<file path="src/core/dtg_regs.svh">
// Register map, field positions, reset values and timing counts
`ifndef DTG_REGS_SVH
`define DTG_REGS_SVH

`define DTG_CLK_HZ      250000000
`define DTG_CLK_MHZ     250
`define DTG_ADDR_DATA   8'h00
`define DTG_ADDR_CTRL_A 8'h04
`define DTG_ADDR_CTRL_B 8'h08
`define DTG_ADDR_STATUS 8'h0C
`define DTG_CA_TONE     0
`define DTG_CA_PROG     1
`define DTG_CA_IRQ      2
`define DTG_CB_BURST    0
`define DTG_ST_IRQ      0
`define DTG_ST_TXRDY    1
`define DTG_ST_RXNEW    2
`define DTG_ST_DSTD     3
`define DTG_CTRL_RST    4'h0
`define DTG_SETTLE_NS   40
`define DTG_SETTLE_CYC  ((`DTG_SETTLE_NS * `DTG_CLK_MHZ + 999) / 1000)
`define DTG_GUARD_MS    40
`define DTG_GUARD_CYC   (`DTG_GUARD_MS * `DTG_CLK_MHZ * 1000)
`define DTG_BURST_MS    51
`define DTG_BURST_CYC   (`DTG_BURST_MS * `DTG_CLK_MHZ * 1000)
`define DTG_SEGS        32
`define DTG_SINE_MID    8'h80
`define DTG_F_ROW0      697
`define DTG_F_ROW1      770
`define DTG_F_ROW2      852
`define DTG_F_ROW3      941
`define DTG_F_COL0      1209
`define DTG_F_COL1      1336
`define DTG_F_COL2      1477
`define DTG_F_COL3      1633
`define DTG_SEG_LEN(f)  (`DTG_CLK_HZ / ((f) * `DTG_SEGS))

`endif

</file>
<file path="src/core/dtg_pkg.sv">
// Types shared by the tone steering and generator core
package dtg_pkg;
  typedef enum logic [2:0] {
    ST_IDLE, ST_QUAL, ST_SETTLE, ST_VALID, ST_ABSENT
  } dtg_steer_t;
  typedef enum logic [1:0] {
    PH_IDLE, PH_BURST, PH_PAUSE
  } dtg_phase_t;
  typedef struct packed {
    logic dstd;
    logic rx_new;
    logic tx_ready;
    logic irq;
  } dtg_status_t;
endpackage

</file>
<file path="src/core/dtg_core.sv">
// Tone steering, receive latch, tone generator and APB registers
`timescale 1ns/1ps
`default_nettype none
`include "dtg_regs.svh"
module dtg_core #(
  parameter int unsigned GTP_CYC   = `DTG_GUARD_CYC,
  parameter int unsigned GTA_CYC   = `DTG_GUARD_CYC,
  parameter int unsigned BURST_CYC = `DTG_BURST_CYC
) (
  // Clock and reset
  input  wire logic       i_clk,
  input  wire logic       i_rstn,
  // APB slave
  input  wire logic       i_psel,
  input  wire logic       i_penable,
  input  wire logic       i_pwrite,
  input  wire logic [7:0] i_paddr,
  input  wire logic [31:0] i_pwdata,
  output logic [31:0]     o_prdata,
  output logic            o_pready,
  output logic            o_pslverr,
  // Detector side
  input  wire logic       i_early_tone_detect,
  input  wire logic [3:0] i_decoded_digit,
  input  wire logic       i_progress_wave,
  output logic            o_guard_time_drive,
  // Open-drain interrupt or progress pin
  input  wire logic       i_irq_or_progress_pin_i,
  output logic            o_irq_or_progress_pin_o,
  output logic            o_irq_or_progress_pin_oe,
  // Tone samples to the converters
  output logic [7:0]      o_row_sample,
  output logic [7:0]      o_col_sample
);
  localparam int unsigned SETTLE_CYC = `DTG_SETTLE_CYC;

  // Three-stage input synchronisers, change taken when stages 2 and 3 agree
  logic [5:0] sync1, sync2, sync3, filt;
  logic [5:0] raw_in;
  logic [5:0] next_filt;
  assign raw_in = {i_progress_wave, i_early_tone_detect, i_decoded_digit};
  always_comb begin
    next_filt = filt;
    for (int b = 0; b < 6; b++) begin
      if (sync2[b] == sync3[b]) begin
        next_filt[b] = sync3[b];
      end
    end
  end
  always_ff @(posedge i_clk or negedge i_rstn) begin
    if (!i_rstn) begin
      sync1 <= 6'h00;
      sync2 <= 6'h00;
      sync3 <= 6'h00;
      filt  <= 6'h00;
    end else begin
      sync1 <= raw_in;
      sync2 <= sync1;
      sync3 <= sync2;
      filt  <= next_filt;
    end
  end
  logic       early_tone_detect;
  logic       prog_wave;
  logic [3:0] digit_in;
  assign digit_in  = filt[3:0];
  assign early_tone_detect       = filt[4];
  assign prog_wave = filt[5];

  // Control registers
  logic [3:0] ctrl_a, ctrl_b;
  logic       tone_en, prog_mode, irq_en, burst_en;
  assign tone_en   = ctrl_a[`DTG_CA_TONE];
  assign prog_mode = ctrl_a[`DTG_CA_PROG];
  assign irq_en    = ctrl_a[`DTG_CA_IRQ];
  assign burst_en  = ctrl_b[`DTG_CB_BURST];

  logic wr_acc, rd_acc;
  assign o_pready = 1'b1;
  assign wr_acc   = i_psel & i_penable & i_pwrite;
  assign rd_acc   = i_psel & i_penable & ~i_pwrite;
  logic wr_data, rd_status;
  assign wr_data   = wr_acc && i_paddr == `DTG_ADDR_DATA;
  assign rd_status = rd_acc && i_paddr == `DTG_ADDR_STATUS;

  // Receive steering state machine
  dtg_pkg::dtg_steer_t state, next_state;
  logic [31:0] scnt, next_scnt;
  logic [3:0]  pend, next_pend;
  logic [3:0]  rx_data, next_rx_data;
  logic        dstd, next_dstd;
  logic        guard, next_guard;
  logic        rx_set;
  always_comb begin
    next_state   = state;
    next_scnt    = scnt;
    next_pend    = pend;
    next_rx_data = rx_data;
    next_dstd    = dstd;
    rx_set       = 1'b0;
    case (state)
      dtg_pkg::ST_IDLE: begin
        if (early_tone_detect) begin
          next_state = dtg_pkg::ST_QUAL;
          next_scnt  = 32'h0;
        end
      end
      dtg_pkg::ST_QUAL: begin
        if (!early_tone_detect) begin
          next_state = dtg_pkg::ST_IDLE;
        end else if (scnt >= GTP_CYC - 1) begin
          next_state = dtg_pkg::ST_SETTLE;
          next_pend  = digit_in;
          next_scnt  = 32'h0;
        end else begin
          next_scnt = scnt + 32'h1;
        end
      end
      dtg_pkg::ST_SETTLE: begin
        if (scnt >= SETTLE_CYC - 1) begin
          next_state   = dtg_pkg::ST_VALID;
          next_dstd    = 1'b1;
          next_rx_data = pend;
          rx_set       = 1'b1;
        end else begin
          next_scnt = scnt + 32'h1;
        end
      end
      dtg_pkg::ST_VALID: begin
        if (!early_tone_detect) begin
          next_state = dtg_pkg::ST_ABSENT;
          next_scnt  = 32'h0;
        end
      end
      dtg_pkg::ST_ABSENT: begin
        if (early_tone_detect) begin
          next_state = dtg_pkg::ST_VALID;
        end else if (scnt >= GTA_CYC - 1) begin
          next_state = dtg_pkg::ST_IDLE;
          next_dstd  = 1'b0;
        end else begin
          next_scnt = scnt + 32'h1;
        end
      end
      default: begin
        next_state = dtg_pkg::ST_IDLE;
      end
    endcase
    if (prog_mode) begin
      next_state   = dtg_pkg::ST_IDLE;
      next_dstd    = 1'b0;
      next_rx_data = rx_data;
      rx_set       = 1'b0;
    end
    next_guard = early_tone_detect && (next_state == dtg_pkg::ST_SETTLE ||
                         next_state == dtg_pkg::ST_VALID);
  end
  always_ff @(posedge i_clk or negedge i_rstn) begin
    if (!i_rstn) begin
      state   <= dtg_pkg::ST_IDLE;
      scnt    <= 32'h0;
      pend    <= 4'h0;
      rx_data <= 4'h0;
      dstd    <= 1'b0;
      guard   <= 1'b0;
    end else begin
      state   <= next_state;
      scnt    <= next_scnt;
      pend    <= next_pend;
      rx_data <= next_rx_data;
      dstd    <= next_dstd;
      guard   <= next_guard;
    end
  end
  assign o_guard_time_drive = guard;

  // Burst timer and transmit code
  dtg_pkg::dtg_phase_t phase, next_phase;
  logic [31:0] bcnt, next_bcnt;
  logic [3:0]  tx_code, next_tx_code;
  logic        tx_done;
  logic [31:0] burst_lim;
  logic        tx_fin;
  assign burst_lim = prog_mode ? 32'(BURST_CYC * 2) : 32'(BURST_CYC);
  always_comb begin
    next_phase   = phase;
    next_bcnt    = bcnt;
    next_tx_code = tx_code;
    tx_fin       = 1'b0;
    case (phase)
      dtg_pkg::PH_IDLE: begin
      end
      dtg_pkg::PH_BURST: begin
        if (bcnt >= burst_lim - 1) begin
          next_phase = dtg_pkg::PH_PAUSE;
          next_bcnt  = 32'h0;
        end else begin
          next_bcnt = bcnt + 32'h1;
        end
      end
      dtg_pkg::PH_PAUSE: begin
        if (bcnt >= burst_lim - 1) begin
          next_phase = dtg_pkg::PH_IDLE;
          tx_fin     = 1'b1;
        end else begin
          next_bcnt = bcnt + 32'h1;
        end
      end
      default: begin
        next_phase = dtg_pkg::PH_IDLE;
      end
    endcase
    if (!burst_en || !tone_en) begin
      next_phase = dtg_pkg::PH_IDLE;
      tx_fin     = 1'b0;
    end
    if (wr_data) begin
      next_tx_code = i_pwdata[3:0];
      next_bcnt    = 32'h0;
      if (burst_en && tone_en) begin
        next_phase = dtg_pkg::PH_BURST;
      end
    end
  end
  always_ff @(posedge i_clk or negedge i_rstn) begin
    if (!i_rstn) begin
      phase   <= dtg_pkg::PH_IDLE;
      bcnt    <= 32'h0;
      tx_code <= 4'h0;
    end else begin
      phase   <= next_phase;
      bcnt    <= next_bcnt;
      tx_code <= next_tx_code;
    end
  end

  logic tone_on;
  assign tone_on = tone_en &&
                   (!burst_en || phase == dtg_pkg::PH_BURST);

  // Digit code to row and column index
  function automatic logic [3:0] code_sel(input logic [3:0] c);
    case (c)
      4'h1: code_sel = 4'h0;
      4'h2: code_sel = 4'h1;
      4'h3: code_sel = 4'h2;
      4'h4: code_sel = 4'h4;
      4'h5: code_sel = 4'h5;
      4'h6: code_sel = 4'h6;
      4'h7: code_sel = 4'h8;
      4'h8: code_sel = 4'h9;
      4'h9: code_sel = 4'hA;
      4'hA: code_sel = 4'hD;
      4'hB: code_sel = 4'hC;
      4'hC: code_sel = 4'hE;
      4'hD: code_sel = 4'h3;
      4'hE: code_sel = 4'h7;
      4'hF: code_sel = 4'hB;
      default: code_sel = 4'hF;
    endcase
  endfunction

  function automatic logic [13:0] seg_len(input logic hi,
                                          input logic [1:0] i);
    case ({hi, i})
      3'h0: seg_len = 14'(`DTG_SEG_LEN(`DTG_F_ROW0));
      3'h1: seg_len = 14'(`DTG_SEG_LEN(`DTG_F_ROW1));
      3'h2: seg_len = 14'(`DTG_SEG_LEN(`DTG_F_ROW2));
      3'h3: seg_len = 14'(`DTG_SEG_LEN(`DTG_F_ROW3));
      3'h4: seg_len = 14'(`DTG_SEG_LEN(`DTG_F_COL0));
      3'h5: seg_len = 14'(`DTG_SEG_LEN(`DTG_F_COL1));
      3'h6: seg_len = 14'(`DTG_SEG_LEN(`DTG_F_COL2));
      default: seg_len = 14'(`DTG_SEG_LEN(`DTG_F_COL3));
    endcase
  endfunction

  function automatic logic [7:0] sine(input logic [4:0] idx);
    logic [7:0] m;
    m = 8'h00;
    case (idx[3:0])
      4'h0: m = 8'h00;
      4'h1: m = 8'h19;
      4'h2: m = 8'h31;
      4'h3: m = 8'h47;
      4'h4: m = 8'h5A;
      4'h5: m = 8'h6A;
      4'h6: m = 8'h76;
      4'h7: m = 8'h7D;
      4'h8: m = 8'h7F;
      4'h9: m = 8'h7D;
      4'hA: m = 8'h76;
      4'hB: m = 8'h6A;
      4'hC: m = 8'h5A;
      4'hD: m = 8'h47;
      4'hE: m = 8'h31;
      default: m = 8'h19;
    endcase
    sine = idx[4] ? `DTG_SINE_MID - m : `DTG_SINE_MID + m;
  endfunction

  // Row and column tone dividers with sine sequencers
  logic [3:0]  sel;
  logic [7:0]  samp [2];
  logic [13:0] dcnt [2];
  logic [13:0] term [2];
  assign sel = code_sel(tx_code);
  for (genvar g = 0; g < 2; g++) begin : g_tone
    logic [13:0] next_cnt;
    logic [4:0]  seg, next_seg;
    logic [7:0]  next_samp;
    assign term[g] = seg_len(g == 1, g == 0 ? sel[3:2] : sel[1:0]);
    always_comb begin
      next_cnt  = dcnt[g] + 14'h1;
      next_seg  = seg;
      next_samp = sine(seg);
      if (dcnt[g] >= term[g] - 14'h1) begin
        next_cnt = 14'h0;
        next_seg = seg + 5'h1;
      end
      if (!tone_on) begin
        next_cnt  = 14'h0;
        next_seg  = 5'h0;
        next_samp = `DTG_SINE_MID;
      end
    end
    always_ff @(posedge i_clk or negedge i_rstn) begin
      if (!i_rstn) begin
        dcnt[g] <= 14'h0;
        seg     <= 5'h0;
        samp[g] <= `DTG_SINE_MID;
      end else begin
        dcnt[g] <= next_cnt;
        seg     <= next_seg;
        samp[g] <= next_samp;
      end
    end
  end
  assign o_row_sample = samp[0];
  assign o_col_sample = samp[1];

  // Status flags, APB registers and pin drive
  dtg_pkg::dtg_status_t st, next_st;
  logic [3:0]  next_ctrl_a, next_ctrl_b;
  logic [31:0] next_prdata;
  logic        next_slverr;
  logic        next_pin_oe;
  logic        addr_ok;
  assign addr_ok = i_paddr == `DTG_ADDR_DATA ||
                   i_paddr == `DTG_ADDR_CTRL_A ||
                   i_paddr == `DTG_ADDR_CTRL_B ||
                   i_paddr == `DTG_ADDR_STATUS;
  always_comb begin
    next_ctrl_a = ctrl_a;
    next_ctrl_b = ctrl_b;
    if (wr_acc && i_paddr == `DTG_ADDR_CTRL_A) begin
      next_ctrl_a = i_pwdata[3:0];
    end
    if (wr_acc && i_paddr == `DTG_ADDR_CTRL_B) begin
      next_ctrl_b = i_pwdata[3:0];
    end
    next_st.dstd   = next_dstd;
    // Set wins over the read clear; only a reported flag is cleared
    next_st.rx_new = rx_set ||
                     (st.rx_new && !(rd_status &&
                      o_prdata[`DTG_ST_RXNEW]));
    next_st.tx_ready = tx_fin ||
                       (st.tx_ready && !wr_data &&
                        !(rd_status && o_prdata[`DTG_ST_TXRDY]));
    next_st.irq = irq_en && !prog_mode &&
                  (next_st.dstd || next_st.rx_new ||
                   (burst_en && next_st.tx_ready));
    next_prdata = o_prdata;
    next_slverr = 1'b0;
    if (i_psel && !i_penable) begin
      next_prdata = 32'h0;
      next_slverr = !addr_ok;
      if (!i_pwrite) begin
        case (i_paddr)
          `DTG_ADDR_DATA:   next_prdata[3:0] = rx_data;
          `DTG_ADDR_CTRL_A: next_prdata[3:0] = ctrl_a;
          `DTG_ADDR_CTRL_B: next_prdata[3:0] = ctrl_b;
          `DTG_ADDR_STATUS: next_prdata[3:0] = st;
          default:          next_prdata = 32'h0;
        endcase
      end
    end
    if (prog_mode) begin
      next_pin_oe = irq_en && !prog_wave;
    end else begin
      next_pin_oe = next_st.irq;
    end
  end
  always_ff @(posedge i_clk or negedge i_rstn) begin
    if (!i_rstn) begin
      ctrl_a    <= `DTG_CTRL_RST;
      ctrl_b    <= `DTG_CTRL_RST;
      st        <= '0;
      o_prdata  <= 32'h0;
      o_pslverr <= 1'b0;
      o_irq_or_progress_pin_oe <= 1'b0;
    end else begin
      ctrl_a    <= next_ctrl_a;
      ctrl_b    <= next_ctrl_b;
      st        <= next_st;
      o_prdata  <= next_prdata;
      o_pslverr <= next_slverr;
      o_irq_or_progress_pin_oe <= next_pin_oe;
    end
  end
  assign o_irq_or_progress_pin_o = 1'b0;
endmodule
`default_nettype wire

</file>
<file path="config.mk">
export PLATFORM = sky130hd
export DESIGN_NAME = dtg_core
export DESIGN_NICKNAME = d
export VERILOG_FILES = /design/src/core/dtg_pkg.sv /design/src/core/dtg_core.sv
export VERILOG_INCLUDE_DIRS = /design/src /design/src/core
export SDC_FILE = /design/constraint.sdc
export NUM_CORES = 1
export LEC_CHECK = 0
export ABC_AREA = 1
export BUFFER_PORTS_ARGS = -buffer_cell sky130_fd_sc_hd__buf_2
export CAP_MARGIN = 25
export CORE_ASPECT_RATIO = 0.9
export CORE_MARGIN = 10
export CORE_UTILIZATION = 40
export DETAILED_ROUTE_END_ITERATION = 8
export GPL_ROUTABILITY_DRIVEN = 1
export MAX_ROUTING_LAYER = met4
export SYNTH_ARGS = -nofsm -noshare
export SYNTH_HDL_FRONTEND = slang
export SYNTH_SLANG_ARGS = --single-unit
</file>
<file path="constraint.sdc">
create_clock -name i_clk -period 3.5 [get_ports i_clk]
set_clock_uncertainty 0.05 [all_clocks]
set_input_delay 0.35 -clock i_clk [delete_from_list [all_inputs] [get_ports i_clk]]
set_output_delay 0.35 -clock i_clk [all_outputs]
set_load 0.005 [all_outputs]
</file>
# Word-level counts from Yosys, hierarchy flattened

Memories as Yosys holds them, arrays and structs flattened.
Cells that the tools add are included.

Bits in registers: 206
Bits in latches: 0
RAM bits: 0
Memory bits (read-only): 288
Bits of input ports: 52
Output and inout port bits: 53
Logic and storage cells: 193
Memories kept: 3

$add $sub $neg: 13
Multiply operators: 0
Divide/modulo/power cells: 0
Magnitude comparators: 5
Equality and inequality tests: 31
Shift operators: 0
Mux-type cells: 57
Bitwise logic cells: 5
Reductions and logical operators: 47

Memories:

| name            | depth | width | rd ports | clocked after Yosys merged registers in | wr ports | line            | text |
|---|---|---|---|---|---|---|---|
| (no name shown) | 16    | 7     | 1        | 0                                       | 0        | dtg_core.sv:280 | `case (idx[3:0])` |
| (no name shown) | 16    | 7     | 1        | 0                                       | 0        | dtg_core.sv:280 |  |
| (no name shown) | 16    | 4     | 1        | 0                                       | 0        | dtg_core.sv:243 | `case (c)` |

Operator list:

| kind                  | count |
|---|---|
| $mux 32               | 10 |
| $pmux 32 s5           | 1 |
| $add 32x1->32 const B | 2 |
| $pmux 32 s2           | 1 |
| $mux 14               | 4 |
| $pmux 14 s4           | 1 |
| $pmux 12 s3           | 1 |
| $ge 32x24->1 const B  | 1 |
| $ge 32x32->1          | 1 |
| $ge 32x4->1 const B   | 1 |
| $mux 8                | 4 |
| $add 14x1->14 const B | 2 |
| $ge 14x14->1          | 2 |
| $sub 14x1->14 const B | 2 |
| $sub 25x1->26 const B | 1 |
| $mux 25               | 1 |
| $mux 3                | 8 |
| $mux 5                | 4 |
| $logic_and 1x1->1     | 17 |
| $add 8x8->8 const A   | 2 |
| $eq 8x4->1 const B    | 2 |
| $pmux 4 s4            | 1 |
| $sub 8x8->8 const A   | 2 |
| $pmux 3 s5            | 1 |
| other kinds (28)      | 86 |

# Depth between registers and ports, before layout

Gate-level depths: netlist of the first run.

Depth after elaboration: 11
Mapped depth: 20
Gate-level depth less buffers: 20

# Least setup slack after synthesis of the first run

No wires, ideal clock.

Path type: register to register
From: register tx_code[0]
To: register dcnt[0] (netlist bit)
Library setup time: 0.072 ns
Data arrival time: 3.069 ns
Required time: 3.378 ns
Slack: 0.310 ns
Stages on the path, launching flop included: 19
Path buffers: 1
Period minus slack after synthesis: 3.190 ns
Cell sequence: dfrtp_1 -> inv_1 -> ha_1 -> nor2_1 -> inv_1 -> or2_2 -> nand2_1 -> inv_1 -> ha_1 -> ha_1 -> ha_1 -> nand2_1 -> inv_1 -> o21ai_0 -> nand3_1 -> a31oi_1 -> nand3_1 -> buf_2 -> nor2_1

Longest elaborated chain between the ends: 7
Elaborated cells on any way between the ends: 9
Classes of those cells: add/sub: 1; order compare: 1; eq/ne: 2; mux: 3; reduce/logical: 1; memory: 1

Ends and longest elaborated chain:

| what                                     | line            | text |
|---|---|---|
| start, declared                          | dtg_core.sv:180 | `logic [3:0] tx_code, next_tx_code;` |
| start signal, assigned                   | dtg_core.sv:233 | `tx_code <= next_tx_code;` |
| $mem_v2 16x4 *                           | --              |  |
| $eq 2x2->1, or another cell as far along | dtg_core.sv:265 | `case ({hi, i})` |
| $pmux 12 s3 *                            | dtg_core.sv:265 |  |
| $sub 14x1->14 *                          | dtg_core.sv:316 | `if (dcnt[g] >= term[g] - 14'h1) begin` |
| $ge 14x14->1 *                           | dtg_core.sv:316 |  |
| $mux 14 *                                | dtg_core.sv:316 |  |
| $mux 14 *                                | dtg_core.sv:320 | `if (!tone_on) begin` |
| via g_tone[1].next_cnt[0]                | dtg_core.sv:308 | `logic [13:0] next_cnt;` |
| end signal, assigned by index            | dtg_core.sv:332 | `dcnt[g] <= next_cnt;` |
| end, declared                            | dtg_core.sv:304 | `logic [13:0] dcnt [2];` |

Mark *: on every way through the listed nets, which the timed path passes. The rest lies on a longest branch.
A chain may end at the register's enable or synchronous reset.

# Final worst setup path of the first run

From: register tx_code[0]
To: register dcnt[5] (netlist bit)

The elaborated chain is that of the path after synthesis.

==> impl_results.html, run 1 <==
<table>
<tr><th>Metric</th><th>Value</th></tr>
<tr><th colspan="2">Timing</th></tr>
<tr><td>RSZ-0062 raised after global routing</td><td>yes</td></tr>
<tr><td>Number of hold-slack violations in the final timing report</td><td>0</td></tr>
<tr><td>Total count of max-transition violations in the final report</td><td>0</td></tr>
<tr><td>Worst setup slack after layout</td><td>roughly 0.28 ns</td></tr>
<tr><td>Highest achievable clock rate</td><td>311 MHz</td></tr>
<tr><td>Minimum hold slack</td><td>0.194 ns</td></tr>
<tr><td>Max_slew headroom</td><td>a little under half</td></tr>
<tr><td>Final cycle utilization of the critical path</td><td>about 92%</td></tr>
<tr><td>Slew at the pin closest to its max-slew limit</td><td>0.791 ns</td></tr>
<tr><td>Final setup violating endpoints</td><td>0</td></tr>
<tr><td>Minimum period implied by the final worst setup slack</td><td>3.22 ns</td></tr>
<tr><td>TNS Setup</td><td>0 ns</td></tr>
<tr><th colspan="2">Drt</th></tr>
<tr><td>Total wire length</td><td>between 20000 and 30000 um</td></tr>
<tr><td>Total vias in the final route</td><td>9159</td></tr>
<tr><td>Drt first-iter violations</td><td>568</td></tr>
<tr><td>Detail Route Antenna Nets</td><td>0</td></tr>
<tr><td>Initial DRT Pass Iterations</td><td>6</td></tr>
<tr><td>DRC Markers</td><td>0</td></tr>
<tr><td>Detailed-route wire length per cell</td><td>approximately 14 um</td></tr>
<tr><td>Post-DR vias/cell</td><td>slightly below 5</td></tr>
<tr><th colspan="2">Clock network</th></tr>
<tr><td>H-tree level count</td><td>4</td></tr>
<tr><td>Number of buffers on the longest clock path</td><td>2</td></tr>
<tr><td>Clock tree root buffer cell</td><td>sky130_fd_sc_hd__clkbuf_16</td></tr>
<tr><td>CTS clk-pin slew, worst paths</td><td>roughly 0.070 ns</td></tr>
<tr><td>Number of buffers added by the clock tree synthesis step</td><td>17</td></tr>
<tr><td>CTS tree</td><td>done</td></tr>
<tr><td>Clock latency reported for the late side of the worst-skew pair</td><td>around 0.44 ns</td></tr>
<tr><td>Clock sink count</td><td>178</td></tr>
<tr><th colspan="2">Synthesis</th></tr>
<tr><td>Fraction of registers with async set/reset</td><td>between 90% and 100%</td></tr>
<tr><td>Most used flip-flop cell after synthesis</td><td>sky130_fd_sc_hd__dfrtp_1</td></tr>
<tr><td>Leading area contributor after synthesis</td><td>sky130_fd_sc_hd__dfrtp_1</td></tr>
<tr><td>Post-synthesis average cell area</td><td>around 7.6 um2</td></tr>
<tr><td>Yosys warnings</td><td>0</td></tr>
<tr><td>Sequential share of the synthesized area</td><td>between 40% and 50%</td></tr>
<tr><td>Post-synthesis register bit count</td><td>approximately 180</td></tr>
<tr><td>Number of enable flip-flop cells after synthesis</td><td>0</td></tr>
<tr><td>Mapped Area</td><td>~0.011 mm2</td></tr>
<tr><td>Synth unique cells</td><td>49</td></tr>
<tr><td>Largest cells by area after synthesis</td><td>sky130_fd_sc_hd__dfrtp_1 (40%), sky130_fd_sc_hd__nand2_1 (9.4%), sky130_fd_sc_hd__ha_1 (8.8%)</td></tr>
<tr><td>Synthesized netlist cell count</td><td>~1400</td></tr>
<tr><td>Area share of the leading cell type in the synthesized netlist</td><td>approximately two fifths</td></tr>
<tr><th colspan="2">Worst setup path</th></tr>
<tr><td>Critical path startpoint category</td><td>flop</td></tr>
<tr><td>Worst Path Arrival</td><td>roughly 3.5 ns</td></tr>
<tr><td>Slowest cell on the critical path</td><td>sky130_fd_sc_hd__dfrtp_1</td></tr>
<tr><td>CP most frequent cell</td><td>sky130_fd_sc_hd__inv_1</td></tr>
<tr><td>Kind of cell with the highest combined delay on the critical path</td><td>adder cells</td></tr>
<tr><td>Type of destination of the critical path</td><td>flop</td></tr>
<tr><td>Start-to-end type of the worst setup path</td><td>flop to flop</td></tr>
<tr><td>Required time of the critical path</td><td>around 3.8 ns</td></tr>
<tr><td>Critical Path Max Stage Delay</td><td>approximately 0.37 ns</td></tr>
<tr><td>Max FO, Critical Path</td><td>12</td></tr>
<tr><td>Buf/Inv on CP</td><td>5</td></tr>
<tr><td>CP Cell Sequence</td><td>inv_1, ha_1, nor2_1, inv_1, or2_2, nand2_1, inv_1, ha_2, ha_1, ha_1, nand2_1, inv_1, o21ai_0, nand3_1, a31oi_4, nand3_2, buf_6, nor3b_1</td></tr>
<tr><th colspan="2">Global routing</th></tr>
<tr><td>Number of global-route vias before repair</td><td>8382</td></tr>
<tr><td>Global route total overflow</td><td>0</td></tr>
<tr><td>Wire length of the first global-routing pass</td><td>~43000 um</td></tr>
<tr><td>Antenna violations before repair</td><td>0</td></tr>
<tr><td>GR Util All Layers</td><td>about 15%</td></tr>
<tr><td>Maximum number of pins on one net before global-route repair</td><td>96</td></tr>
<tr><th colspan="2">Layout</th></tr>
<tr><td>Number of fill cells</td><td>between 2000 and 3000</td></tr>
<tr><td>Number of nets in the finished design</td><td>1622</td></tr>
<tr><td>Synthesis-to-finish area growth</td><td>11.6%</td></tr>
<tr><td>Ratio of cells with drive above 1 in the final layout</td><td>8.30%</td></tr>
<tr><td>Number of diodes added for antenna fixing</td><td>0</td></tr>
<tr><th colspan="2">Die</th></tr>
<tr><td>Die area</td><td>~0.034 mm2</td></tr>
<tr><td>Core region area</td><td>~0.027 mm2</td></tr>
<tr><td>Number of cell rows</td><td>between 50 and 60</td></tr>
<tr><td>Die span in y</td><td>approximately 180 um</td></tr>
<tr><td>Starting density of the core</td><td>40.6%</td></tr>
<tr><td>Chip Width</td><td>194 um</td></tr>
<tr><td>IO Count</td><td>105</td></tr>
<tr><th colspan="2">Flow run</th></tr>
<tr><td>Max-capacitance violation count</td><td>0</td></tr>
<tr><th colspan="2">Min path</th></tr>
<tr><td>Worst min-delay path class</td><td>input pin to flop</td></tr>
<tr><th colspan="2">Placed design</th></tr>
<tr><td>Total of buffers placed on input and output ports</td><td>45</td></tr>
<tr><td>RD Place Congestion</td><td>0.934</td></tr>
<tr><td>Post-detailed-placement half-perimeter wirelength</td><td>between 15000 and 20000 um</td></tr>
<tr><td>Post-placement setup slack</td><td>roughly 0.15 ns</td></tr>
<tr><th colspan="2">Power and ir drop</th></tr>
<tr><td>Leak pwr</td><td>just under 6 nW</td></tr>
<tr><td>Power density cells</td><td>363 mW/mm2</td></tr>
<tr><td>Max VDD drop</td><td>just over 0.0003 V</td></tr>
<tr><th colspan="2">Run status</th></tr>
<tr><td>Outcome</td><td>complete, no violations</td></tr>
</table>
[state kept, by name (all words and copies together) (netlist names), 4 cells and up]
signal,cells
bcnt,32
scnt,32
dcnt,28
g_tone.seg,10
o_col_sample,8
o_row_sample,8
filt,6
sync1,6
sync2,6
sync3,6
ctrl_a,4
ctrl_b,4
o_prdata,4
pend,4
rx_data,4
st,4
tx_code,4
[layout make-up]
| cell class | count | area, um2 | share of cell area [%] |
|---|---|---|---|
| multi-input cells | 1038 | 5540 | 45.3 |
| flip-flops and latches | 178 | 4460 | 36.5 |
| inverters | 187 | 702 | 5.75 |
| repair buffers | 71 | 463 | 3.79 |
| clock buffers | 19 | 453 | 3.71 |
| well taps | 354 | 443 | 3.63 |
| clock inverters | 13 | 158 | 1.29 |
[metrics by stage]
step | total power, mW | instances | instance area (um2) | utilization, %
3_5_place_dp | 2.48 | 1820 | 11500 | 42.6
6_report | 4.43 | 1860 | 12200 | 45.3
3_3_place_gp | 2.48 | 1820 | 11500 | 42.6
2_1_floorplan | 2.39 | 1466 | 11100 | -
4_1_cts | 4.49 | 1859 | 12200 | 45.1
5_1_grt | 4.62 | 1860 | 12200 | 45.3
[path summary, 6_finish.rpt]
kind | from | end | slack [ns] | depth (start not counted)
max | tx_code[0] | dcnt[5] | 0.28 | 18
min | i_pwdata[0] | ctrl_b[0] | 0.19 | 3
max reg2reg | tx_code[0] | dcnt[5] | 0.28 | 18
min reg2reg | sync1[4] | sync2[4] | 0.30 | 0
max in group asynchronous | i_rstn | o_col_sample[7] | 2.08 | 3
min in group asynchronous | i_rstn | dcnt[7] | 0.50 | 2
[synth_stat cells (3+ instances only)]
cell type,n
sky130_fd_sc_hd__a21oi_1,71
sky130_fd_sc_hd__a22o_1,3
sky130_fd_sc_hd__a31oi_1,5
sky130_fd_sc_hd__and2_1,3
sky130_fd_sc_hd__buf_2,20
sky130_fd_sc_hd__buf_4,31
sky130_fd_sc_hd__clkbuf_1,10
sky130_fd_sc_hd__dfrtp_1,176
sky130_fd_sc_hd__ha_1,77
sky130_fd_sc_hd__inv_1,178
sky130_fd_sc_hd__inv_2,7
sky130_fd_sc_hd__maj3_1,6
sky130_fd_sc_hd__nand2_1,274
sky130_fd_sc_hd__nand2_2,3
sky130_fd_sc_hd__nand2_4,3
sky130_fd_sc_hd__nand3_1,97
sky130_fd_sc_hd__nand4_1,32
sky130_fd_sc_hd__nor2_1,206
sky130_fd_sc_hd__nor2_2,3
sky130_fd_sc_hd__nor3_1,49
sky130_fd_sc_hd__nor3b_1,7
sky130_fd_sc_hd__nor4_1,4
sky130_fd_sc_hd__o2111ai_1,3
sky130_fd_sc_hd__o21a_1,3
sky130_fd_sc_hd__o21ai_0,85
sky130_fd_sc_hd__o21ai_1,14
sky130_fd_sc_hd__xnor2_1,4
sky130_fd_sc_hd__xor2_1,34
[tightest hold or removal path, cell delays in order]
cell and delay, ns:
sky130_fd_sc_hd__buf_2 0.08, sky130_fd_sc_hd__inv_1 0.06, sky130_fd_sc_hd__o21ai_0 0.16
[repair_timing]
| action | in CTS | in global routing |
|---|---|---|
| setup endpoints to repair | 0 | 22 |
| hold buffers | 7 | 0 |
| hold endpoints to repair | 71 | 0 |
| gates resized for setup | 0 | 7 |
| buffers inserted | 0 | 1 |
[layout by cell type (no fill, tap or decap), types with 4 or more instances in the layout]
master,synthesis,routed
sky130_fd_sc_hd__nor3b_1,7,7
sky130_fd_sc_hd__nor4_1,4,4
sky130_fd_sc_hd__nand3_1,97,96
sky130_fd_sc_hd__maj3_1,6,6
sky130_fd_sc_hd__buf_2,20,44
sky130_fd_sc_hd__dfrtp_1,176,176
sky130_fd_sc_hd__inv_6,0,6
sky130_fd_sc_hd__dlygate4sd3_1,0,7
sky130_fd_sc_hd__o21ai_1,14,15
sky130_fd_sc_hd__ha_1,77,76
sky130_fd_sc_hd__inv_1,178,178
sky130_fd_sc_hd__nor3_1,49,49
sky130_fd_sc_hd__xor2_1,34,34
sky130_fd_sc_hd__nand2_1,274,274
sky130_fd_sc_hd__clkbuf_16,0,17
sky130_fd_sc_hd__o21ai_0,85,84
sky130_fd_sc_hd__nor2_1,206,206
sky130_fd_sc_hd__nand4_1,32,32
sky130_fd_sc_hd__xnor2_1,4,4
sky130_fd_sc_hd__buf_4,31,17
sky130_fd_sc_hd__inv_2,7,7
sky130_fd_sc_hd__conb_1,2,30
sky130_fd_sc_hd__a21oi_1,71,71
[power by group]
part	switching, mW	internal (mW)
combinational	0.229	0.0888
clock	0.929	1.06
sequential	0.0350	2.09
[logic make-up after synthesis]
| group | after synthesis | share of synthesized area, % |
|---|---|---|
| simple gates | 691 | 27.3 |
| buf+inv | 250 | 9.93 |
| compound gates | 196 | 9.58 |
| flops | 178 | 40.7 |
| fa+ha+maj | 83 | 9.35 |
| xor+xnor | 38 | 3.04 |
| other cells | 2 | 0.0686 |
[routing by layer]
layer	GRT usage (%)	vias to the layer above	wire length, um
li1	-	4718	-
met1	21.0	4271	12900
met2	23.2	146	11600
met3	2.50	24	835
met4	3.46	0	244
met5	-	-	0
Power figures use the tool's default switching activity.
==> run 2: changes to the inputs <==
--- a/config.mk
+++ b/config.mk
@@ -14,6 +14,7 @@
 export CORE_UTILIZATION = 40
 export DETAILED_ROUTE_END_ITERATION = 8
 export GPL_ROUTABILITY_DRIVEN = 1
+export GPL_TIMING_DRIVEN = 0
 export MAX_ROUTING_LAYER = met4
 export SYNTH_ARGS = -nofsm -noshare
 export SYNTH_HDL_FRONTEND = slang
==> run 2 against run 1 <==
Net effect:
- hold slack worse by 0.014 ns
- cell area up 2.8%
- critical path depth up 1
- core utilization up 1.3 points
==> impl_results.html, run 2 (synthesized netlist as in run 1, its figures left out) <==
<table>
<tr><th>Metric</th><th>Value</th></tr>
<tr><th colspan="2">Clock network</th></tr>
<tr><td>H-tree level count</td><td>4</td></tr>
<tr><td>Clock tree root buffer cell</td><td>sky130_fd_sc_hd__clkbuf_16</td></tr>
<tr><td>Clock sink count</td><td>roughly 180</td></tr>
<tr><td>Number of buffers on the longest clock path</td><td>2</td></tr>
<tr><td>CTS tree</td><td>done</td></tr>
<tr><td>CTS clk-pin slew, worst paths</td><td>0.07 ns</td></tr>
<tr><td>Clock latency reported for the late side of the worst-skew pair</td><td>between 0.4 and 0.5 ns</td></tr>
<tr><td>Number of buffers added by the clock tree synthesis step</td><td>17</td></tr>
<tr><th colspan="2">Die</th></tr>
<tr><td>Core region area</td><td>between 0.02 and 0.03 mm2</td></tr>
<tr><td>Die span in y</td><td>approximately 180 um</td></tr>
<tr><td>Starting density of the core</td><td>between 40% and 50%</td></tr>
<tr><td>IO Count</td><td>105</td></tr>
<tr><td>Number of cell rows</td><td>between 50 and 60</td></tr>
<tr><td>Die area</td><td>about 0.034 mm2</td></tr>
<tr><td>Chip Width</td><td>194 um</td></tr>
<tr><th colspan="2">Worst setup path</th></tr>
<tr><td>Worst Path Arrival</td><td>about 3.6 ns</td></tr>
<tr><td>Start of the worst register-to-register path</td><td>tx_code[0]</td></tr>
<tr><td>Depth of the worst register-to-register path</td><td>19</td></tr>
<tr><td>Required time of the critical path</td><td>roughly 3.8 ns</td></tr>
<tr><td>Max FO, Critical Path</td><td>5</td></tr>
<tr><td>Type of destination of the critical path</td><td>flop</td></tr>
<tr><td>Critical path startpoint category</td><td>flop</td></tr>
<tr><td>Reg2reg end</td><td>g_tone[1].seg[4]</td></tr>
<tr><td>R2R setup slack</td><td>about 0.18 ns</td></tr>
<tr><td>Start-to-end type of the worst setup path</td><td>flop to flop</td></tr>
<tr><th colspan="2">Drt</th></tr>
<tr><td>Total wire length</td><td>between 20000 and 30000 um</td></tr>
<tr><td>Detail Route Antenna Nets</td><td>0</td></tr>
<tr><td>DRC Markers</td><td>0</td></tr>
<tr><td>Detailed-route wire length per cell</td><td>~14 um</td></tr>
<tr><td>Drt first-iter violations</td><td>between 600 and 700</td></tr>
<tr><td>Total vias in the final route</td><td>9374</td></tr>
<tr><td>Initial DRT Pass Iterations</td><td>5</td></tr>
<tr><td>Post-DR vias/cell</td><td>4.90</td></tr>
<tr><th colspan="2">Timing</th></tr>
<tr><td>Slew at the pin closest to its max-slew limit</td><td>between 0.7 and 0.8 ns</td></tr>
<tr><td>Number of hold-slack violations in the final timing report</td><td>0</td></tr>
<tr><td>Minimum period implied by the final worst setup slack</td><td>around 3.3 ns</td></tr>
<tr><td>Max_slew headroom</td><td>48.1%</td></tr>
<tr><td>TNS Setup</td><td>0 ns</td></tr>
<tr><td>Total count of max-transition violations in the final report</td><td>0</td></tr>
<tr><td>Final cycle utilization of the critical path</td><td>between 90% and 100%</td></tr>
<tr><td>Worst setup slack after layout</td><td>approximately 0.18 ns</td></tr>
<tr><td>Minimum hold slack</td><td>around 0.18 ns</td></tr>
<tr><td>Highest achievable clock rate</td><td>about 300 MHz</td></tr>
<tr><td>Final setup violating endpoints</td><td>0</td></tr>
<tr><th colspan="2">Layout</th></tr>
<tr><td>Most common cell after layout, fill and taps aside</td><td>sky130_fd_sc_hd__nand2_1</td></tr>
<tr><td>Storage element area</td><td>0.00446 mm2</td></tr>
<tr><td>Synthesis-to-finish area growth</td><td>14.7%</td></tr>
<tr><td>Top Registers</td><td>bcnt (32), scnt (32), dcnt (28)</td></tr>
<tr><td>Commonest cells after routing, fill and taps aside</td><td>sky130_fd_sc_hd__nand2_1 (273), sky130_fd_sc_hd__nor2_1 (206), sky130_fd_sc_hd__inv_1 (176)</td></tr>
<tr><td>Post-route non-filler standard cell count</td><td>between 1500 and 2000</td></tr>
<tr><td>Multi-input gate area in the final layout</td><td>around 0.0056 mm2</td></tr>
<tr><td>Final core utilization</td><td>a little under half</td></tr>
<tr><td>Ratio of cells with drive above 1 in the final layout</td><td>between 10% and 20%</td></tr>
<tr><td>Final Instance Area</td><td>0.0126 mm2</td></tr>
<tr><td>Number of nets in the finished design</td><td>roughly 1700</td></tr>
<tr><td>Number of fill cells</td><td>2663</td></tr>
<tr><td>Number of diodes added for antenna fixing</td><td>0</td></tr>
<tr><th colspan="2">Power and ir drop</th></tr>
<tr><td>Cell-internal power</td><td>between 3 and 4 mW</td></tr>
<tr><td>Net switching power of the design</td><td>around 1.2 mW</td></tr>
<tr><td>Overall power of the completed layout</td><td>4.40 mW</td></tr>
<tr><td>Combinational Power Share</td><td>8.5%</td></tr>
<tr><td>Part of the total power dissipated in the clock network</td><td>43.2%</td></tr>
<tr><td>Leak pwr</td><td>between 6 and 7 nW</td></tr>
<tr><td>Power density cells</td><td>about 350 mW/mm2</td></tr>
<tr><td>Max VDD drop</td><td>0.000338 V</td></tr>
<tr><td>Switching Share</td><td>between 20% and 30%</td></tr>
<tr><td>Power share of the sequential group</td><td>between 40% and 50%</td></tr>
<tr><th colspan="2">Placed design</th></tr>
<tr><td>RD Place Congestion</td><td>0.922</td></tr>
<tr><td>Placed instance count</td><td>about 1900</td></tr>
<tr><td>Total of buffers placed on input and output ports</td><td>45</td></tr>
<tr><td>Post-placement setup slack</td><td>-0.378 ns</td></tr>
<tr><td>Cell area after placement</td><td>0.0118 mm2</td></tr>
<tr><td>Post-detailed-placement half-perimeter wirelength</td><td>19700 um</td></tr>
<tr><th colspan="2">Run status</th></tr>
<tr><td>Outcome</td><td>complete, no violations</td></tr>
<tr><th colspan="2">Flow run</th></tr>
<tr><td>Max-capacitance violation count</td><td>0</td></tr>
<tr><th colspan="2">Min path</th></tr>
<tr><td>Start point of the worst hold path</td><td>i_pwdata[2]</td></tr>
<tr><td>Hold Crit Depth</td><td>3</td></tr>
<tr><td>Worst min-delay path class</td><td>input pin to flop</td></tr>
<tr><td>Worst min-delay path endpoint</td><td>tx_code[2]</td></tr>
<tr><th colspan="2">Global routing</th></tr>
<tr><td>Global route total overflow</td><td>0</td></tr>
<tr><td>Wire length of the first global-routing pass</td><td>between 40000 and 50000 um</td></tr>
<tr><td>Number of global-route vias before repair</td><td>~9000</td></tr>
<tr><td>Antenna violations before repair</td><td>0</td></tr>
<tr><td>Maximum number of pins on one net before global-route repair</td><td>~120</td></tr>
<tr><td>GR Util All Layers</td><td>15.7%</td></tr>
</table>
[run 2: changes by cell type in the layout (fill, tap and decap cells not counted), moves of 3 or more]
| cell | before | now |
|---|---|---|
| sky130_fd_sc_hd__buf_4 | 17 | 41 |
| sky130_fd_sc_hd__buf_2 | 44 | 63 |
| sky130_fd_sc_hd__clkbuf_1 | 0 | 9 |
| sky130_fd_sc_hd__clkinvlp_4 | 0 | 3 |
[run 2: power groups by stage]
stage	combinational [mW]	clock [mW]	sequential [mW]
after CTS	0.372	1.96	2.12
final	0.374	1.90	2.12
after global placement	0.353	0	2.16
after global routing	0.424	2.04	2.13
after detailed placement	0.363	0	2.16
after floorplan	0.232	0	2.15
[run 2: critical path, stage by stage (launching register included)]
cell and delay (ns):
sky130_fd_sc_hd__dfrtp_1 0.40, sky130_fd_sc_hd__inv_1 0.11, sky130_fd_sc_hd__ha_1 0.20, sky130_fd_sc_hd__nor2_1 0.08
sky130_fd_sc_hd__inv_1 0.07, sky130_fd_sc_hd__or2_2 0.30, sky130_fd_sc_hd__nand2_4 0.10, sky130_fd_sc_hd__inv_2 0.06
sky130_fd_sc_hd__ha_2 0.20, sky130_fd_sc_hd__ha_1 0.31, sky130_fd_sc_hd__ha_1 0.28, sky130_fd_sc_hd__nand2_1 0.08
sky130_fd_sc_hd__inv_1 0.05, sky130_fd_sc_hd__o21ai_0 0.06, sky130_fd_sc_hd__nand3_1 0.15, sky130_fd_sc_hd__a31oi_4 0.26
sky130_fd_sc_hd__nand3_4 0.13, sky130_fd_sc_hd__buf_4 0.18, sky130_fd_sc_hd__nand2_1 0.05, sky130_fd_sc_hd__o21ai_0 0.08
[run 2: cell type report]
| class | count | area share, % |
|---|---|---|
| Buffer | 63 | 3.10 |
| Clock buffer | 18 | 3.50 |
| Clock inverter | 14 | 1.09 |
| Inverter | 187 | 5.62 |
| Multi-Input combinational cell | 1038 | 44.4 |
| Sequential cell | 178 | 35.5 |
| Tap cell | 354 | 3.53 |
| Timing Repair Buffer | 63 | 3.25 |
[run 2: worst max path at each step]
stage	from	to	slack, ns	cells past startpoint
after floorplan	tx_code[0]	dcnt[0]	0.31	18
after global placement	i_rstn	scnt[2]	-0.96	1
after detailed placement	tx_code[0]	dcnt[11]	-0.38	18
after CTS	tx_code[0]	g_tone[1].seg[2]	0.04	18
after global routing	tx_code[1]	dcnt[22]	-0.004	18
final	tx_code[0]	g_tone[1].seg[4]	0.18	19
[run 2: repair_timing]
action                                  CTS  global route
gates resized for setup                   5            18
endpoints found under the setup margin   36            48
pin swaps                                 1             3
hold buffers                              7             0
hold endpoints to repair                 67             0
buffers inserted                          3             7
[run 2: per-layer routing]
metal / up-vias / part of all wire (%) / GRT usage [%]
met3: 18 / 3.1 / 2.59
li1: 4822 / - / -
met2: 134 / 48 / 25.4
met1: 4400 / 48 / 20.4
met5: - / 0 / -
met4: 0 / 0.79 / 3.30
==> run 3: changes to the inputs <==
--- a/config.mk
+++ b/config.mk
@@ -9,9 +9,10 @@
 export ABC_AREA = 1
 export BUFFER_PORTS_ARGS = -buffer_cell sky130_fd_sc_hd__buf_2
 export CAP_MARGIN = 25
-export CORE_ASPECT_RATIO = 0.9
+export CORE_ASPECT_RATIO = 0.6
 export CORE_MARGIN = 10
 export CORE_UTILIZATION = 40
+export CTS_CLUSTER_SIZE = 12
 export DETAILED_ROUTE_END_ITERATION = 8
 export GPL_ROUTABILITY_DRIVEN = 1
 export GPL_TIMING_DRIVEN = 0
==> run 3 against run 2 <==
Net effect:
- cell area rose by 0.19%
- wire length rose by 5.5%
- clock power barely moved
- flip-flop and latch count did not move
- power rose by 0.63%
- fmax rose by 1.9%
- final cell count rose by 0.52%
- critical path depth fell by 1
- via count rose by 0.99%
- non-clock buffer count rose by 4
- register-to-register slack improved by 0.06 ns
- count of clock-buffer cells in the layout rose by 3
- critical path type unchanged
- critical endpoint is now dcnt[2]
==> impl_results.html, run 3 (synthesized netlist as in run 1, its figures left out) <==
<table>
<tr><th>Metric</th><th>Value</th></tr>
<tr><th colspan="2">Timing</th></tr>
<tr><td>Minimum hold slack</td><td>roughly 0.19 ns</td></tr>
<tr><td>Slew at the pin closest to its max-slew limit</td><td>0.924 ns</td></tr>
<tr><td>Final setup violating endpoints</td><td>0</td></tr>
<tr><td>Total count of max-transition violations in the final report</td><td>0</td></tr>
<tr><td>Minimum period implied by the final worst setup slack</td><td>~3.3 ns</td></tr>
<tr><td>Max_slew headroom</td><td>a little under two fifths</td></tr>
<tr><td>Number of hold-slack violations in the final timing report</td><td>0</td></tr>
<tr><td>Highest achievable clock rate</td><td>307 MHz</td></tr>
<tr><td>Final cycle utilization of the critical path</td><td>93.1%</td></tr>
<tr><th colspan="2">Layout</th></tr>
<tr><td>Ratio of cells with drive above 1 in the final layout</td><td>a little under an eighth</td></tr>
<tr><td>Storage element area</td><td>between 0.004 and 0.005 mm2</td></tr>
<tr><td>Top Registers</td><td>bcnt (32), scnt (32), dcnt (28)</td></tr>
<tr><td>Most common cell after layout, fill and taps aside</td><td>sky130_fd_sc_hd__nand2_1</td></tr>
<tr><td>Final core utilization</td><td>a little under half</td></tr>
<tr><td>Multi-input gate area in the final layout</td><td>approximately 0.0056 mm2</td></tr>
<tr><td>Number of fill cells</td><td>2639</td></tr>
<tr><td>Final Instance Area</td><td>approximately 0.013 mm2</td></tr>
<tr><td>Number of diodes added for antenna fixing</td><td>0</td></tr>
<tr><td>Number of nets in the finished design</td><td>roughly 1700</td></tr>
<tr><td>Synthesis-to-finish area growth</td><td>15.0%</td></tr>
<tr><td>Commonest cells after routing, fill and taps aside</td><td>sky130_fd_sc_hd__nand2_1 (273), sky130_fd_sc_hd__nor2_1 (206), sky130_fd_sc_hd__inv_1 (175)</td></tr>
<tr><th colspan="2">Global routing</th></tr>
<tr><td>Global route total overflow</td><td>0</td></tr>
<tr><td>Maximum number of pins on one net before global-route repair</td><td>approximately 110</td></tr>
<tr><td>Number of global-route vias before repair</td><td>approximately 8500</td></tr>
<tr><td>Wire length of the first global-routing pass</td><td>approximately 45000 um</td></tr>
<tr><td>Antenna violations before repair</td><td>0</td></tr>
<tr><td>GR Util All Layers</td><td>between 10% and 20%</td></tr>
<tr><th colspan="2">Clock network</th></tr>
<tr><td>Clock sink count</td><td>between 150 and 200</td></tr>
<tr><td>CTS tree</td><td>done</td></tr>
<tr><td>Clock latency reported for the late side of the worst-skew pair</td><td>around 0.46 ns</td></tr>
<tr><td>Number of buffers added by the clock tree synthesis step</td><td>17</td></tr>
<tr><td>H-tree level count</td><td>4</td></tr>
<tr><td>Clock tree root buffer cell</td><td>sky130_fd_sc_hd__clkbuf_16</td></tr>
<tr><td>CTS clk-pin slew, worst paths</td><td>0.07 ns</td></tr>
<tr><td>Number of buffers on the longest clock path</td><td>2</td></tr>
<tr><th colspan="2">Drt</th></tr>
<tr><td>Detailed-route wire length per cell</td><td>about 14 um</td></tr>
<tr><td>Initial DRT Pass Iterations</td><td>5</td></tr>
<tr><td>Post-DR vias/cell</td><td>about 4.9</td></tr>
<tr><td>DRC Markers</td><td>0</td></tr>
<tr><td>Detail Route Antenna Nets</td><td>0</td></tr>
<tr><td>Total wire length</td><td>27700 um</td></tr>
<tr><td>Total vias in the final route</td><td>approximately 9500</td></tr>
<tr><td>Drt first-iter violations</td><td>830</td></tr>
<tr><th colspan="2">Die</th></tr>
<tr><td>Die area</td><td>roughly 0.035 mm2</td></tr>
<tr><td>Chip Width</td><td>234 um</td></tr>
<tr><td>Number of cell rows</td><td>46</td></tr>
<tr><td>IO Count</td><td>about 110</td></tr>
<tr><td>Starting density of the core</td><td>between 40% and 50%</td></tr>
<tr><td>Core region area</td><td>about 0.027 mm2</td></tr>
<tr><td>Die span in y</td><td>around 150 um</td></tr>
<tr><th colspan="2">Power and ir drop</th></tr>
<tr><td>Leak pwr</td><td>6.08 nW</td></tr>
<tr><td>Max VDD drop</td><td>0.000300 V</td></tr>
<tr><td>Power density cells</td><td>352 mW/mm2</td></tr>
<tr><th colspan="2">Min path</th></tr>
<tr><td>Worst min-delay path class</td><td>input pin to flop</td></tr>
<tr><th colspan="2">Placed design</th></tr>
<tr><td>Cell area after placement</td><td>about 0.012 mm2</td></tr>
<tr><td>RD Place Congestion</td><td>0.959</td></tr>
<tr><td>Post-detailed-placement half-perimeter wirelength</td><td>20900 um</td></tr>
<tr><td>Total of buffers placed on input and output ports</td><td>45</td></tr>
<tr><th colspan="2">Worst setup path</th></tr>
<tr><td>Start-to-end type of the worst setup path</td><td>flop to flop</td></tr>
<tr><td>Max FO, Critical Path</td><td>5</td></tr>
<tr><td>Worst Path Arrival</td><td>3.57 ns</td></tr>
<tr><td>Type of destination of the critical path</td><td>flop</td></tr>
<tr><td>R2R setup slack</td><td>~0.24 ns</td></tr>
<tr><td>Critical path startpoint category</td><td>flop</td></tr>
<tr><td>Required time of the critical path</td><td>3.81 ns</td></tr>
<tr><th colspan="2">Run status</th></tr>
<tr><td>Outcome</td><td>complete, no violations</td></tr>
<tr><th colspan="2">Flow run</th></tr>
<tr><td>Max-capacitance violation count</td><td>0</td></tr>
</table>
-- run 3: cell count changes in the layout (fill, tap and decap cells not counted), moves of 2 or more --
cell	before	now
sky130_fd_sc_hd__o21ai_1	16	14
sky130_fd_sc_hd__dfrtp_2	1	3
sky130_fd_sc_hd__buf_4	41	45
sky130_fd_sc_hd__clkinv_4	1	3
sky130_fd_sc_hd__clkbuf_1	9	11
sky130_fd_sc_hd__o21ai_0	82	85
sky130_fd_sc_hd__inv_8	5	0
sky130_fd_sc_hd__dfrtp_1	175	173
-- run 3: where the power goes --
group / switching (mW) / internal, mW / total (mW)
logic: 0.256 / 0.128 / 0.383
registers: 0.0320 / 2.09 / 2.12
clock network: 0.883 / 1.03 / 1.92
-- run 3: path summary, 6_finish.rpt --
path / from / cells past startpoint / endpoint
max: tx_code[0] / 18 / dcnt[2]
min: i_pwdata[1] / 3 / ctrl_b[1]
max reg2reg: tx_code[0] / 18 / dcnt[2]
min reg2reg: sync1[0] / 0 / sync2[0]
max in group asynchronous: i_rstn / 3 / tx_code[0]
min in group asynchronous: i_rstn / 2 / scnt[19]
-- run 3: critical path: stages (launching register included) --
cell	delay [ns]
sky130_fd_sc_hd__dfrtp_2	0.41
sky130_fd_sc_hd__inv_2	0.07
sky130_fd_sc_hd__ha_1	0.19
sky130_fd_sc_hd__nor2_1	0.08
sky130_fd_sc_hd__inv_1	0.07
sky130_fd_sc_hd__or2_2	0.30
sky130_fd_sc_hd__nand2_4	0.10
sky130_fd_sc_hd__inv_2	0.06
sky130_fd_sc_hd__ha_2	0.20
sky130_fd_sc_hd__ha_1	0.29
sky130_fd_sc_hd__ha_1	0.27
sky130_fd_sc_hd__nand2_1	0.10
sky130_fd_sc_hd__nor3_1	0.05
sky130_fd_sc_hd__o21ai_0	0.08
sky130_fd_sc_hd__nand3_1	0.12
sky130_fd_sc_hd__a31oi_2	0.22
sky130_fd_sc_hd__nand3_2	0.15
sky130_fd_sc_hd__buf_4	0.17
sky130_fd_sc_hd__nor3b_1	0.17
-- run 3: metrics by stage --
| stage | worst slack [ns] | TNS [ns] | std cells | power, mW |
|---|---|---|---|---|
| after floorplan | 0.310 | 0 | 1466 | 2.39 |
| after global placement | -1.02 | -183.16 | 1871 | 2.52 |
| after detailed placement | -0.449 | -12.50 | 1872 | 2.53 |
| after CTS | 0.0282 | 0 | 1916 | 4.47 |
| after global routing | -0.00267 | -0.00267 | 1925 | 4.63 |
| final | 0.243 | 0 | 1925 | 4.42 |
-- run 3: routing by layer --
layer	track usage (%)	wire length, um
met5	-	0
met4	3.63	250
met3	4.62	1900
met2	19.7	10400
met1	26.2	15200
-- run 3: final cells by class --
class	instances	area share (%)
Buffer	62	3.05
Clock buffer	21	3.66
Clock inverter	11	0.965
Inverter	187	5.61
Multi-Input combinational cell	1038	44.1
Sequential cell	178	35.5
Tap cell	360	3.58
Timing Repair Buffer	68	3.57
-- run 3: repair_timing --
item                                   4_1_cts  5_1_grt
hold buffers                                 7        0
setup buffers                                5       10
pin swaps                                    1        3
endpoints found under the hold margin       74        0
setup endpoints to repair                   37       62
resized for setup                            5       12
